File: src/mps_pkg.sv
`default_nettype none
package mps_pkg;

  // ----------------------------------------------------------------
  // widths
  // ----------------------------------------------------------------
  localparam int PC_W        = 12;
  localparam int DA_W        = 7;
  localparam int DW          = 8;
  localparam int IW          = 15;
  localparam int IRQ_N       = 4;
  localparam int STACK_DEPTH = 4;

  // ----------------------------------------------------------------
  // program counter vectors and steps
  // ----------------------------------------------------------------
  localparam logic [PC_W-1:0] VEC_RESET = 12'h000;
  localparam logic [PC_W-1:0] VEC_EXT   = 12'h004;
  localparam logic [PC_W-1:0] VEC_TMR0  = 12'h008;
  localparam logic [PC_W-1:0] VEC_TMR1  = 12'h00C;
  localparam logic [PC_W-1:0] VEC_CONV  = 12'h010;
  localparam logic [PC_W-1:0] PC_ONE    = 12'h001;
  localparam logic [3:0]      LAST_PAGE = 4'hF;

  // ----------------------------------------------------------------
  // data address map
  // ----------------------------------------------------------------
  localparam logic [DA_W-1:0] A_IND0    = 7'h00;
  localparam logic [DA_W-1:0] A_MP0     = 7'h01;
  localparam logic [DA_W-1:0] A_IND1    = 7'h02;
  localparam logic [DA_W-1:0] A_MP1     = 7'h03;
  localparam logic [DA_W-1:0] A_BANK    = 7'h04;
  localparam logic [DA_W-1:0] A_WREG    = 7'h05;
  localparam logic [DA_W-1:0] A_PCL     = 7'h06;
  localparam logic [DA_W-1:0] A_TABLE_POINTER    = 7'h07;
  localparam logic [DA_W-1:0] A_TABLE_HIGH_LATCH    = 7'h08;
  localparam logic [DA_W-1:0] A_RAM_LO  = 7'h20;
  localparam logic [DA_W-1:0] A_DISP_LO = 7'h40;
  localparam logic [DA_W-1:0] A_DISP_HI = 7'h50;
  localparam logic [DW-1:0]   BANK_DISP = 8'h01;
  localparam logic [DW-1:0]   ZERO_BYTE = 8'h00;

  // ----------------------------------------------------------------
  // phases and timing
  // ----------------------------------------------------------------
  localparam logic [1:0] PH_FIRST  = 2'h0;
  localparam logic [1:0] PH_SAMPLE = 2'h2;
  localparam logic [1:0] PH_LAST   = 2'h3;
  localparam logic [1:0] PH_STEP   = 2'h1;
  localparam int SST_TSYS = 1024;   // start-up time in system clock periods
  localparam int CLK_PER_TSYS = 1;  // clk runs at the system clock rate
  localparam int SST_CYC  = SST_TSYS * CLK_PER_TSYS;

  // ----------------------------------------------------------------
  // types
  // ----------------------------------------------------------------
  typedef enum logic [2:0] {
    OP_NONE     = 3'h0,
    OP_JUMP     = 3'h1,
    OP_CALL     = 3'h2,
    OP_RET      = 3'h3,
    OP_RETURN_FROM_INTERRUPT     = 3'h4,
    OP_SKIP     = 3'h5,
    OP_TRD_CUR  = 3'h6,
    OP_TRD_LAST = 3'h7
  } mps_op_t;

  typedef struct packed {
    mps_op_t         op;
    logic [PC_W-1:0] target;
    logic            rd;
    logic            wr;
    logic [DA_W-1:0] daddr;
    logic [DW-1:0]   wdata;
  } mps_cmd_t;

  typedef struct packed {
    logic            bank;
    logic [DA_W-1:0] addr;
    logic            we;
    logic [DW-1:0]   wdata;
  } mps_ram_t;

  typedef struct packed {
    logic            nul;
    logic            bank;
    logic [DA_W-1:0] ea;
  } mps_ea_t;

  typedef struct packed {
    logic [1:0]       phase;
    logic [PC_W-1:0]  pc;
    logic [PC_W-1:0]  pm_addr;
    logic [IW-1:0]    instr;
    logic             instr_valid;
    logic [IW-1:0]    hold;
    logic             tbl_busy;
    logic [DA_W-1:0]  tbl_dst;
    logic [DA_W-1:0]  mp0;
    logic [DA_W-1:0]  mp1;
    logic [DW-1:0]    bp;
    logic [DW-1:0]    wreg;
    logic [DW-1:0]    table_pointer;
    logic [DW-1:0]    table_high_latch;
    logic [DW-1:0]    rd_data;
    logic [IRQ_N-1:0] irq_ack;
    mps_ram_t         ram;
  } mps_seq_t;

endpackage
`default_nettype wire

File: src/mps_sequencer.sv
// Function
// - instruction cycle is four phases, one clock each
// - fetch overlaps execute; counter-changing instructions take two cycles
// - program counter is 12 bits, 4096 words
// - counter advances by one after each fetch
// - true skip discards prefetched word, dummy cycle, counter plus two
// - counter low byte at 06H; writing it jumps within the page
// - reset loads counter with 000H
// - interrupt vectors 004H, 008H, 00CH for external and timers
// - converter-done interrupt vectors to 010H
// - table address: page bits from counter or all ones, low from pointer
// - table low byte to data location, upper bits to latch 08H; pointer 07H
// - table reads take two instruction cycles
// - four-level hidden stack; push on call or interrupt, pop on return
// - stack full withholds interrupt acknowledge until a return
// - call on full stack drops the oldest entry
// - unimplemented addresses below 20H read 00H
// - general data memory is 20H to 7FH
// - bank 1 display memory only via second pointer, 40H to 50H
// - addresses 00H and 02H access through the two pointers
// - indirect access onto an indirect address reads 00H, writes nothing
// - pointers are 7 bits; only the second reaches display memory
// - hold execution 1024 system clocks after power-up or wake-up
// - pending interrupts served external, timer 0, timer 1, converter
`timescale 1ns/1ps
`default_nettype none
module mps_sequencer
  import mps_pkg::*;
#(
  parameter int SST_CYCLES   = SST_CYC,
  parameter int STACK_LEVELS = STACK_DEPTH
)
(
  input  wire logic             clk,
  input  wire logic             rst_n,
  input  wire logic             ce,
  input  wire logic             wake,
  input  wire mps_cmd_t         cmd,
  input  wire logic [IRQ_N-1:0] irq_pend,
  input  wire logic [IW-1:0]    pm_data,
  input  wire logic [DW-1:0]    ram_rdata,
  output logic [PC_W-1:0]       pm_addr,
  output logic [IW-1:0]         instr,
  output logic                  instr_valid,
  output logic [1:0]            phase,
  output logic                  running,
  output logic [DW-1:0]         rd_data,
  output logic [IRQ_N-1:0]      irq_ack,
  output mps_ram_t              ram
);

  // ----------------------------------------------------------------
  // state and stack hookup
  // ----------------------------------------------------------------
  mps_seq_t        s_ff;
  mps_seq_t        nxt_s;
  logic            stk_push;
  logic            stk_pop;
  logic [PC_W-1:0] stk_top;
  logic            stk_full;
  logic            sst_done;

  mps_stack #(
    .DEPTH (STACK_LEVELS)
  ) u_stack (
    .clk   (clk),
    .rst_n (rst_n),
    .ce    (ce),
    .push  (stk_push),
    .pop   (stk_pop),
    .din   (s_ff.pc),
    .top   (stk_top),
    .full  (stk_full)
  );

  // wake from halt restarts the same hold as power-up
  mps_sst #(
    .CYCLES (SST_CYCLES)
  ) u_sst (
    .clk   (clk),
    .rst_n (rst_n),
    .ce    (ce),
    .start (wake),
    .done  (sst_done)
  );

  // ----------------------------------------------------------------
  // address resolution
  // ----------------------------------------------------------------
  // both pointers are 7 bits; only the second may reach display memory
  function automatic mps_ea_t resolve(
    input logic [DA_W-1:0] a,
    input logic [DA_W-1:0] m0,
    input logic [DA_W-1:0] m1,
    input logic [DW-1:0]   b
  );
    mps_ea_t r;
    logic    ind;
    r.nul  = 1'b0;
    r.bank = 1'b0;
    r.ea   = a;
    ind    = (a == A_IND0) || (a == A_IND1);
    if (a == A_IND0)
      r.ea = m0;
    else if (a == A_IND1)
    begin
      r.ea   = m1;
      r.bank = (b == BANK_DISP) && (m1 >= A_DISP_LO) && (m1 <= A_DISP_HI);
    end
    if (ind && ((r.ea == A_IND0) || (r.ea == A_IND1)))
      r.nul = 1'b1;
    return r;
  endfunction

  // ----------------------------------------------------------------
  // read mux
  // ----------------------------------------------------------------
  function automatic logic [DW-1:0] read_val(
    input mps_seq_t      st,
    input mps_ea_t       e,
    input logic [DW-1:0] rdat
  );
    logic [DW-1:0]   v;
    logic [PC_W-1:0] cur;
    v   = ZERO_BYTE;
    cur = st.pc - PC_ONE;  // pc already points at the prefetched word
    if (e.nul)
      v = ZERO_BYTE;
    else if (e.ea >= A_RAM_LO)
      v = rdat;
    else
    begin
      case (e.ea)
        A_MP0:   v = {1'b0, st.mp0};
        A_MP1:   v = {1'b0, st.mp1};
        A_BANK:  v = st.bp;
        A_WREG:  v = st.wreg;
        A_PCL:   v = cur[DW-1:0];
        A_TABLE_POINTER:  v = st.table_pointer;
        A_TABLE_HIGH_LATCH:  v = st.table_high_latch;
        default: v = ZERO_BYTE;
      endcase
    end
    return v;
  endfunction

  // ----------------------------------------------------------------
  // write path; counter low byte is handled by the caller
  // ----------------------------------------------------------------
  function automatic mps_seq_t write_val(
    input mps_seq_t      st,
    input mps_ea_t       e,
    input logic [DW-1:0] d
  );
    mps_seq_t r;
    r = st;
    if (!e.nul)
    begin
      if (e.ea >= A_RAM_LO)
      begin
        r.ram.we    = 1'b1;
        r.ram.addr  = e.ea;
        r.ram.bank  = e.bank;
        r.ram.wdata = d;
      end
      else
      begin
        case (e.ea)
          A_MP0:   r.mp0  = d[DA_W-1:0];
          A_MP1:   r.mp1  = d[DA_W-1:0];
          A_BANK:  r.bp   = d;
          A_WREG:  r.wreg = d;
          A_TABLE_POINTER:  r.table_pointer = d;
          default: r.bp   = r.bp;  // latch at 08H is read-only
        endcase
      end
    end
    return r;
  endfunction

  // ----------------------------------------------------------------
  // sequencing
  // ----------------------------------------------------------------
  mps_ea_t         ea_now;
  mps_ea_t         ea_tbl;
  logic            xfer;
  logic [PC_W-1:0] xfer_pc;
  logic            pcl_wr;
  logic            irq_ok;
  logic [PC_W-1:0] vec;
  logic [IRQ_N-1:0] ack;
  logic [PC_W-1:0] tbl_addr;

  always_comb
  begin
    nxt_s       = s_ff;
    nxt_s.ram.we  = 1'b0;
    nxt_s.irq_ack = '0;
    stk_push    = 1'b0;
    stk_pop     = 1'b0;
    xfer        = 1'b0;
    xfer_pc     = s_ff.pc;
    vec         = VEC_EXT;
    ack         = '0;
    irq_ok      = 1'b0;
    ea_now      = resolve(cmd.daddr, s_ff.mp0, s_ff.mp1, s_ff.bp);
    ea_tbl      = resolve(s_ff.tbl_dst, s_ff.mp0, s_ff.mp1, s_ff.bp);
    pcl_wr      = cmd.wr && !ea_now.nul && (ea_now.ea == A_PCL);
    tbl_addr    = {((cmd.op == OP_TRD_LAST) ? LAST_PAGE : s_ff.pc[PC_W-1:DW]), s_ff.table_pointer};

    // fixed priority among pending interrupts
    if (irq_pend[0])
    begin
      vec = VEC_EXT;
      ack = 4'h1;
    end
    else if (irq_pend[1])
    begin
      vec = VEC_TMR0;
      ack = 4'h2;
    end
    else if (irq_pend[2])
    begin
      vec = VEC_TMR1;
      ack = 4'h4;
    end
    else if (irq_pend[3])
    begin
      vec = VEC_CONV;
      ack = 4'h8;
    end

    // execution is frozen during the start-up hold
    if (sst_done)
    begin
      nxt_s.phase = s_ff.phase + PH_STEP;

      // address goes out early so the array has two phases to answer
      if (s_ff.phase == PH_FIRST)
      begin
        nxt_s.ram.addr = s_ff.tbl_busy ? ea_tbl.ea : ea_now.ea;
        nxt_s.ram.bank = s_ff.tbl_busy ? ea_tbl.bank : ea_now.bank;
      end

      if ((s_ff.phase == PH_SAMPLE) && s_ff.instr_valid && cmd.rd)
        nxt_s.rd_data = read_val(s_ff, ea_now, ram_rdata);

      // instruction boundary
      if (s_ff.phase == PH_LAST)
      begin
        nxt_s.instr       = pm_data;
        nxt_s.instr_valid = 1'b1;
        nxt_s.pc          = s_ff.pc + PC_ONE;
        nxt_s.pm_addr     = s_ff.pc + PC_ONE;

        if (s_ff.tbl_busy)
        begin
          // second cycle of a table read: the bus carried the table word
          nxt_s             = write_val(nxt_s, ea_tbl, pm_data[DW-1:0]);
          nxt_s.table_high_latch        = {1'b0, pm_data[IW-1:DW]};
          nxt_s.instr       = s_ff.hold;
          nxt_s.instr_valid = 1'b1;
          nxt_s.pc          = s_ff.pc;
          nxt_s.pm_addr     = s_ff.pc;
          nxt_s.tbl_busy    = 1'b0;
        end
        else if (s_ff.instr_valid)
        begin
          if (cmd.wr)
            nxt_s = write_val(nxt_s, ea_now, cmd.wdata);
          if (pcl_wr)
          begin
            xfer    = 1'b1;
            xfer_pc = {s_ff.pc[PC_W-1:DW], cmd.wdata};
          end
          case (cmd.op)
            OP_JUMP:
            begin
              xfer    = 1'b1;
              xfer_pc = cmd.target;
            end
            OP_CALL:
            begin
              stk_push = 1'b1;
              xfer     = 1'b1;
              xfer_pc  = cmd.target;
            end
            OP_RET, OP_RETURN_FROM_INTERRUPT:
            begin
              stk_pop = 1'b1;
              xfer    = 1'b1;
              xfer_pc = stk_top;
            end
            OP_SKIP:
              nxt_s.instr_valid = 1'b0;
            OP_TRD_CUR, OP_TRD_LAST:
            begin
              // park the prefetched word while the bus serves the table
              nxt_s.hold        = pm_data;
              nxt_s.instr_valid = 1'b0;
              nxt_s.pm_addr     = tbl_addr;
              nxt_s.tbl_busy    = 1'b1;
              nxt_s.tbl_dst     = cmd.daddr;
            end
            default:
              irq_ok = 1'b1;
          endcase
          // a full stack leaves the request pending at its source
          if (irq_ok && !pcl_wr && (ack != '0) && !stk_full)
          begin
            stk_push      = 1'b1;
            xfer          = 1'b1;
            xfer_pc       = vec;
            nxt_s.irq_ack = ack;
          end
          if (xfer)
          begin
            nxt_s.pc          = xfer_pc;
            nxt_s.pm_addr     = xfer_pc;
            nxt_s.instr_valid = 1'b0;
          end
        end
      end
    end
  end

  // ----------------------------------------------------------------
  // registers
  // ----------------------------------------------------------------
  // all-zero reset puts the counter at the reset vector
  always_ff @(posedge clk)
  begin
    if (!rst_n)
    begin
      s_ff    <= '0;
      s_ff.pc <= VEC_RESET;
      s_ff.pm_addr <= VEC_RESET;
    end
    else if (ce)
      s_ff <= nxt_s;
  end

  // ----------------------------------------------------------------
  // outputs
  // ----------------------------------------------------------------
  assign pm_addr     = s_ff.pm_addr;
  assign instr       = s_ff.instr;
  assign instr_valid = s_ff.instr_valid;
  assign phase       = s_ff.phase;
  assign running     = sst_done;
  assign rd_data     = s_ff.rd_data;
  assign irq_ack     = s_ff.irq_ack;
  assign ram         = s_ff.ram;

endmodule
`default_nettype wire

File: src/mps_sst.sv
`timescale 1ns/1ps
`default_nettype none
module mps_sst
  import mps_pkg::*;
#(
  parameter int CYCLES = SST_CYC
)
(
  input  wire logic clk,
  input  wire logic rst_n,
  input  wire logic ce,
  input  wire logic start,
  output logic      done
);

  localparam int CW = $clog2(CYCLES + 1);
  localparam logic [CW-1:0] CNT_LAST = CW'(CYCLES - 1);
  localparam logic [CW-1:0] CNT_ONE  = CW'(1);

  typedef struct packed {
    logic [CW-1:0] cnt;
    logic          done;
  } mps_sst_t;

  mps_sst_t s_ff;
  mps_sst_t nxt_s;

  // ----------------------------------------------------------------
  // start-up hold counter
  // ----------------------------------------------------------------
  always_comb
  begin
    nxt_s = s_ff;
    if (start)
    begin
      nxt_s.cnt  = '0;
      nxt_s.done = 1'b0;
    end
    else if (!s_ff.done)
    begin
      nxt_s.cnt = s_ff.cnt + CNT_ONE;
      if (s_ff.cnt == CNT_LAST)
        nxt_s.done = 1'b1;
    end
  end

  // reset itself counts as power-up, so the hold runs from here too
  always_ff @(posedge clk)
  begin
    if (!rst_n)
      s_ff <= '0;
    else if (ce)
      s_ff <= nxt_s;
  end

  assign done = s_ff.done;

endmodule
`default_nettype wire

File: src/mps_stack.sv
`timescale 1ns/1ps
`default_nettype none
module mps_stack
  import mps_pkg::*;
#(
  parameter int DEPTH = STACK_DEPTH
)
(
  input  wire logic            clk,
  input  wire logic            rst_n,
  input  wire logic            ce,
  input  wire logic            push,
  input  wire logic            pop,
  input  wire logic [PC_W-1:0] din,
  output logic [PC_W-1:0]      top,
  output logic                 full
);

  localparam int CW = $clog2(DEPTH + 1);
  localparam logic [CW-1:0] CNT_FULL = CW'(DEPTH);
  localparam logic [CW-1:0] CNT_ONE  = CW'(1);

  typedef struct packed {
    logic [DEPTH-1:0][PC_W-1:0] ent;
    logic [CW-1:0]              cnt;
  } mps_stk_t;

  mps_stk_t s_ff;
  mps_stk_t nxt_s;

  // ----------------------------------------------------------------
  // shift stack, entry 0 is the newest
  // ----------------------------------------------------------------
  // a shift keeps no pointer arithmetic; the oldest falls off the far end
  always_comb
  begin
    nxt_s = s_ff;
    if (push)
    begin
      for (int i = DEPTH - 1; i > 0; i--)
        nxt_s.ent[i] = s_ff.ent[i-1];
      nxt_s.ent[0] = din;
      if (s_ff.cnt != CNT_FULL)
        nxt_s.cnt = s_ff.cnt + CNT_ONE;
    end
    else if (pop)
    begin
      for (int i = 0; i < DEPTH - 1; i++)
        nxt_s.ent[i] = s_ff.ent[i+1];
      if (s_ff.cnt != '0)
        nxt_s.cnt = s_ff.cnt - CNT_ONE;
    end
  end

  // registers; reset empties the stack and zeroes the count
  always_ff @(posedge clk)
  begin
    if (!rst_n)
      s_ff <= '0;
    else if (ce)
      s_ff <= nxt_s;
  end

  assign top  = s_ff.ent[0];
  assign full = (s_ff.cnt == CNT_FULL);

endmodule
`default_nettype wire

File: config.mk
export PLATFORM = sky130hd
export DESIGN_NAME = mps_sequencer
export DESIGN_NICKNAME = d
export VERILOG_FILES = /design/src/mps_pkg.sv /design/src/mps_sequencer.sv /design/src/mps_sst.sv /design/src/mps_stack.sv
export SDC_FILE = /design/constraint.sdc
export NUM_CORES = 1
export LEC_CHECK = 0
export BUFFER_PORTS_ARGS = -buffer_cell sky130_fd_sc_hd__buf_2
export CELL_PAD_IN_SITES_DETAIL_PLACEMENT = 0
export CELL_PAD_IN_SITES_GLOBAL_PLACEMENT = 1
export CORE_MARGIN = 10
export CORE_UTILIZATION = 48
export CTS_CLUSTER_DIAMETER = 120
export DETAILED_ROUTE_END_ITERATION = 16
export GPL_TIMING_DRIVEN = 0
export PLACE_DENSITY_LB_ADDON = 0.08
export REMOVE_ABC_BUFFERS = 1
export SYNTH_ARGS = -nofsm -noshare
export SYNTH_HDL_FRONTEND = slang
export SYNTH_SLANG_ARGS = --single-unit
File: constraint.sdc
create_clock -name clk -period 4.8 [get_ports clk]
set_input_delay 0.24 -clock clk [delete_from_list [all_inputs] [get_ports clk]]
set_output_delay 0.24 -clock clk [all_outputs]
set_load 0.02 [all_outputs]
# == After elaboration in Yosys (flattened, before gate mapping) ==
# Index checks and enable logic that the tools add are counted.
# word_totals
regBits,203
latch_bits,0
ramBits,0
mem_bits_ro,0
inputBits,63
wordCells,222
memories,0
# op_classes
n_addsub,6
mul,0
div,0
order_cmp,4
eq_ne,41
shifts,0
muxes,87
n_bitwise,1
reduce_logical,56
# op_table
cell,n
$mux W38,4
$mux W138,1
$mux W126,1
$mux W8,14
$mux W39,2
$mux W75,1
$mux W17,4
$pmux W8 S7,1
$reduce_and A11 Y1,5
$eq A7 B3 Y1 const B,7
$mux W7,7
$mux W12,4
$eq A7 B2 Y1 const B,6
$mux W1,31
$mux W29,1
$logic_not A7 Y1,4
$mux W24,1
$mux W4,6
$pmux W12 S2,1
$mux W23,1
$mux W21,1
$mux W5,4
$reduce_bool A2 Y1,10
$eq A3 B3 Y1 const B,5
other kinds (36),73

# == Logic depth before layout (Yosys ltp) ==
# depth
ltp_word,27
depth_mapped,13
ltp_nobuf,10

# == Modules after synthesis ==
# From an unflattened synthesis, not the netlist that was laid out.
# hier_totals
hier_cells,1359
hier_area_um2,11372.2
# by_module_without_submodules
mod,instances,cells_each,area_each_um2
mps_sequencer,1,1042,8325.5
mps_stack,1,248,2428.6
mps_sst,1,69,618.1

# == Worst setup path before layout ==
# OpenSTA, ideal clock, no wires.
# synth_path
path_type,input to register
startpoint,in cmd[29] (netlist name)
endpoint,reg u_stack.s_ff[2] (netlist name)
setup_ns,0.091
t_arrival_ns,2.802
required_ns,4.709
slack_ns,1.908
stages,12
n_path_buf,2
path_cell_list,clkbuf_1 -> or3_1 -> a211oi_1 -> o2111ai_1 -> a21oi_2 -> buf_2 -> inv_1 -> fa_1 -> nor2_1 -> mux2_2 -> a21oi_1 -> a311oi_1
# synth_between
elab_chain_cells,17
elab_cells_between_ends,33
cone_classes,eq/ne (8); mux (17); reduce/logical (8)
# synth_lines
element,line_no,source
from (decl),mps_sequencer.sv:38,"input wire mps_cmd_t cmd,"
$eq A3 B3 Y1 (tied with other cells),mps_sequencer.sv:276,case (cmd.op)
$reduce_or A7 Y1 (no line),n/a,
$mux W1,mps_sequencer.sv:276,
$mux W1,mps_sequencer.sv:267,else if (s_ff.instr_valid)
$mux W1,mps_sequencer.sv:256,if (s_ff.tbl_busy)
$mux W1,mps_sequencer.sv:249,if (s_ff.phase == PH_LAST)
$mux W1,mps_sequencer.sv:234,if (sst_done)
$logic_and A1 B1 Y1 (3 in a row),mps_sequencer.sv:309,if (irq_ok && !pcl_wr && (ack != '0) && !stk_full)
$mux W1,mps_sequencer.sv:309,
$mux W1,mps_sequencer.sv:267,
$mux W1,mps_sequencer.sv:256,
$mux W1,mps_sequencer.sv:249,
$mux W1,mps_sequencer.sv:234,
$ne A2 B1 Y1 (no line) / $reduce_bool A2 Y1 (equally long branches),n/a,
$reduce_and A4 Y1 (no line),n/a,
to (signal assigned),mps_stack.sv:61,s_ff <= nxt_s;
to (decl),mps_stack.sv:28,mps_stk_t s_ff;
# Parallel ways exist; a longest one is shown, timed or not. The select of a mux whose other input is x is not followed.
# A chain may end at the register's enable or synchronous reset.

# == Worst setup path after layout ==
# layout_path
startpoint,"reg u_sst.s_ff, in the netlist u_sst.done"
endpoint,"reg s_ff, in the netlist irq_ack[2]"
# layout_between
elab_chain_cells,1
# layout_lines
element,line_no,source
from (decl),mps_sst.sv:25,mps_sst_t s_ff;
from (signal assigned),mps_sst.sv:53,s_ff <= nxt_s;
$mux W21,mps_sequencer.sv:234,
to (signal assigned),mps_sequencer.sv:340,s_ff <= nxt_s;
to (decl),mps_sequencer.sv:55,mps_seq_t s_ff;
# Every way passes these cells.

==> impl_metrics.csv <==
group,metric,value,unit
outcome,status,"finished, final reports clean",
clock_tree,post_cts_buffers,0,
synth,ys_seq_area_frac,0.354,
drt,vias_per_cell,6.01,
clock_tree,clock_sinks,202,
sta,max_slew_margin,0.0807,
floorplan,dieArea,0.0304,mm2
sta,fin_crit_sh,0.913,
floorplan,rows,56,
drt,drc,0,
setup_path,rr_startpoint,"u_sst.done$_SDFFE_PN0P_",
pwr,comb_power_share,0.058,
floorplan,start_util,0.487,
placed_design,io_buffers,122,
drt,detail_route.wl_per_cell,21.1,um
global_route,overflow,0,
placed_design,gp_congestion,0.941,
setup_path,worstPathRequired,5.28,ns
sta,period_minus_slack,4.38,ns
drt,finalWirelength,36.8,mm
drt,dr.pass1.iters,5,
sta,setup_viol,0,
global_route,grt_pass1_wl,57.5,mm
cells_and_area,diodes,0,
synth,yosys_warnings,0,
synth,syn_area,0.0114,mm2
job,maxCapViolCount,0,
floorplan,die_x,174,um
setup_path,path_common_cell,"nand2_1",
synth,synth_ff_type,"dfxtp_1",
cells_and_area,seqCellArea,0.00405,mm2
floorplan,die_h,174,um
clock_tree,clock_latency,0.54,ns
cells_and_area,area_growth,11.3,%
synth,ys_ff_latch,202,
cells_and_area,multiInputGateArea,0.00645,mm2
cells_and_area,final_common_cell,"dfxtp_1",
clock_tree,cts.reportedPaths.clkPinSlew,0.07,ns
pwr,powerDensity,297,mW/mm2
clock_tree,numCtsBuffers,24,
global_route,antenna_found_initial,0,
sta,finalClockSkew,0.0233,ns
pwr,p_switching,912,uW
pwr,p_sw_frac,0.241,
floorplan,boundaryPins,123,
pwr,seqPwrFrac,0.444,
cells_and_area,drive_above_1_share,0.158,
drt,vias,10494,
pwr,intPower,2.87,mW
drt,drt-initial-drc-count,900,
worst_hold_path,whs_path_depth,3,
sta,fmax,228,MHz
setup_path,rr_worst_depth,7,
pwr,p_clk_frac,0.499,
global_route,grt_max_degree,68,
cells_and_area,layout.nets,1479,
worst_hold_path,hp-start,"pm_data[5]",
sta,drv_slew,0,
setup_path,cp-end-kind,"flop",
setup_path,crit_chain,"and2_1, nand2_1, nor3_2, nand2_1, or3_1, o31ai_1, dlygate4sd3_1",
global_route,grt_pass1_vias,10092,
synth,yosysUniqueCellTypes,92,
setup_path,cp_slowest_cell,"nor3_2",
floorplan,coreArea,0.0235,mm2
cells_and_area,nFillCells,2263,
worst_hold_path,hp-class,"input port to flop",
cells_and_area,mostFrequentLayoutCells,"dfxtp_1 (201), nand2_1 (191), a21oi_1 (132), buf_2 (121), o21ai_0 (112)",
setup_path,r2r-end,"irq_ack[2]$_SDFFE_PN0P_",
clock_tree,htree_levels,1,
synth,synth_cells,1403,
pwr,p_leak,4.54,nW
setup_path,crit_fanout,20,
synth,async_flop_share,0,
synth,synth.avg_cell_area,8.14,um2
setup_path,max_stage_delay,0.94,ns
clock_tree,cts_root_buf,"clkbuf_16",
worst_hold_path,min_to,"s_ff[88]$_SDFFE_PN0P_",
synth,synth_edf_count,0,
drt,drt.antenna.violating_nets,0,
setup_path,regToRegSetupSlack,0.42,ns
sta,finalHoldViolCount,0,
clock_tree,clk_path_buf_depth,3,
placed_design,dpl.hpwl,25.8,mm
sta,final.setup.tns,0,ns
setup_path,startpoint_type,"flop",
pwr,irDropWorstVdd,0.000233,V
setup_path,arrival,4.87,ns
sta,tightest_slew,1.37,ns
clock_tree,cts_tree,"built",
pwr,totalPowerFinal,3.78,mW
global_route,grtUsageTotal,0.230,
sta,rsz0062_at_grt,"no",
setup_path,worstSetupPathType,"flop to flop",
## cell families after synthesis
kind of cell,count (synthesis),synth area share
flops,202,0.354
compound gates,456,0.262
mux,111,0.0998
buf+inv,184,0.0841
fa+ha+maj,7,0.00832
xor+xnor,16,0.0123
simple gates,427,0.179
## routing by layer
layer  vias up  GRT usage  routed length [um]
met2       337      0.379               17200
met3        75     0.0323                1950
met4         0     0.0869                1290
met1      4986      0.299               16400
met5         -          0                   0
li1       5096          -                   -
## synth_stat cells (5+ instances only)
master      n  area [um2]
or4_1       6        45.0
nor2_1     85         319
a21o_1      6        45.0
a222oi_1    6        60.1
mux2i_1    97         971
a31oi_1     9        56.3
buf_4      62         465
or3_1       7        43.8
nand3_1    34         170
xor2_1      6        52.6
a211oi_1   30         225
clkbuf_1   75         282
o31ai_1     8        60.1
a22o_1     20         175
o22ai_1    21         131
nand2_1   191         717
nor3_4      5        81.3
a311oi_1    7        61.3
xnor2_1    10        87.6
buf_2      17        85.1
a21oi_1   132         661
inv_1      19        71.3
nor4_1     10        62.6
nor3_1     23         115
ha_1        6        75.1
buf_1       8        30.0
o21ai_0   112         561
mux2_2     12         135
nand2b_1    8        50.1
o211ai_1    6        45.0
o21ai_1     7        35.0
nor2b_1     9        56.3
a22oi_1    23         173
a221oi_1   18         158
dfxtp_1   202        4040
and3_1     15        93.8
## sequential cells by signal, summed over array words and instances (netlist names), 2 cells and up
| signal | flops |
|---|---|
| irq_ack | 4 |
| instr | 15 |
| u_sst.s_ff | 11 |
| u_stack.s_ff | 39 |
| u_stack.top | 12 |
| s_ff | 80 |
| pm_addr | 12 |
| phase | 2 |
| ram | 17 |
| rd_data | 8 |
## power groups by stage
stage                     clock network [mW]  logic, mW  registers (mW)
after floorplan                            0     0.0914            1.71
after global placement                     0      0.199            1.71
after detailed placement                   0      0.205            1.71
after CTS                               1.92      0.215            1.68
after global routing                    1.98      0.236            1.68
final                                   1.89      0.218            1.68
## final cells by class
type                    count  share of cell area
clock inverters            12              0.0103
flip-flops and latches    202               0.318
clock buffers              32              0.0543
multi-input cells        1017               0.507
repair buffers            145              0.0730
well taps                 319              0.0314
inverters                  19             0.00580
## per-stage QoR
step	instance area, um2	util	instances	worst slack (ns)	hold WS (ns)
floorplan	10500	-	1238	0.443	0.342
global placement	11500	0.492	1679	-1.09	0.437
detailed placement	11700	0.500	1687	0.0862	0.439
CTS	12700	0.542	1746	0.0494	0.00517
global route	12700	0.542	1746	0.239	0.0189
finish	12700	0.542	1746	0.419	0.0147
## worst max path at each step
stage,start,endpoint,cells past startpoint
2_1_floorplan,s_ff[70]$_SDFFE_PN0P_,u_stack.s_ff[2]$_SDFFE_PN0P_,10
3_3_place_gp,rst_n,pm_addr[2]$_SDFFE_PN0P_,6
3_5_place_dp,u_sst.done$_SDFFE_PN0P_,s_ff[89]$_SDFFE_PN0P_,6
4_1_cts,u_sst.done$_SDFFE_PN0P_,s_ff[89]$_SDFFE_PN0P_,6
5_1_grt,u_sst.done$_SDFFE_PN0P_,irq_ack[2]$_SDFFE_PN0P_,7
6_report,u_sst.done$_SDFFE_PN0P_,irq_ack[2]$_SDFFE_PN0P_,7
## worst max-delay path: cells and delay by family, from the launching register on
kind | cells | cell delay (ns)
compound gates | 1 | 0.23
buf+inv | 1 | 0.59
simple gates | 5 | 2.79
flops | 1 | 0.69
## what timing repair did
action                     CTS  global route
setup endpoints to repair    0            24
hold endpoints to repair    22             0
gates resized for setup      0             1
hold buffers                15             0
Note: power is estimated with default switching activity, not from simulation.
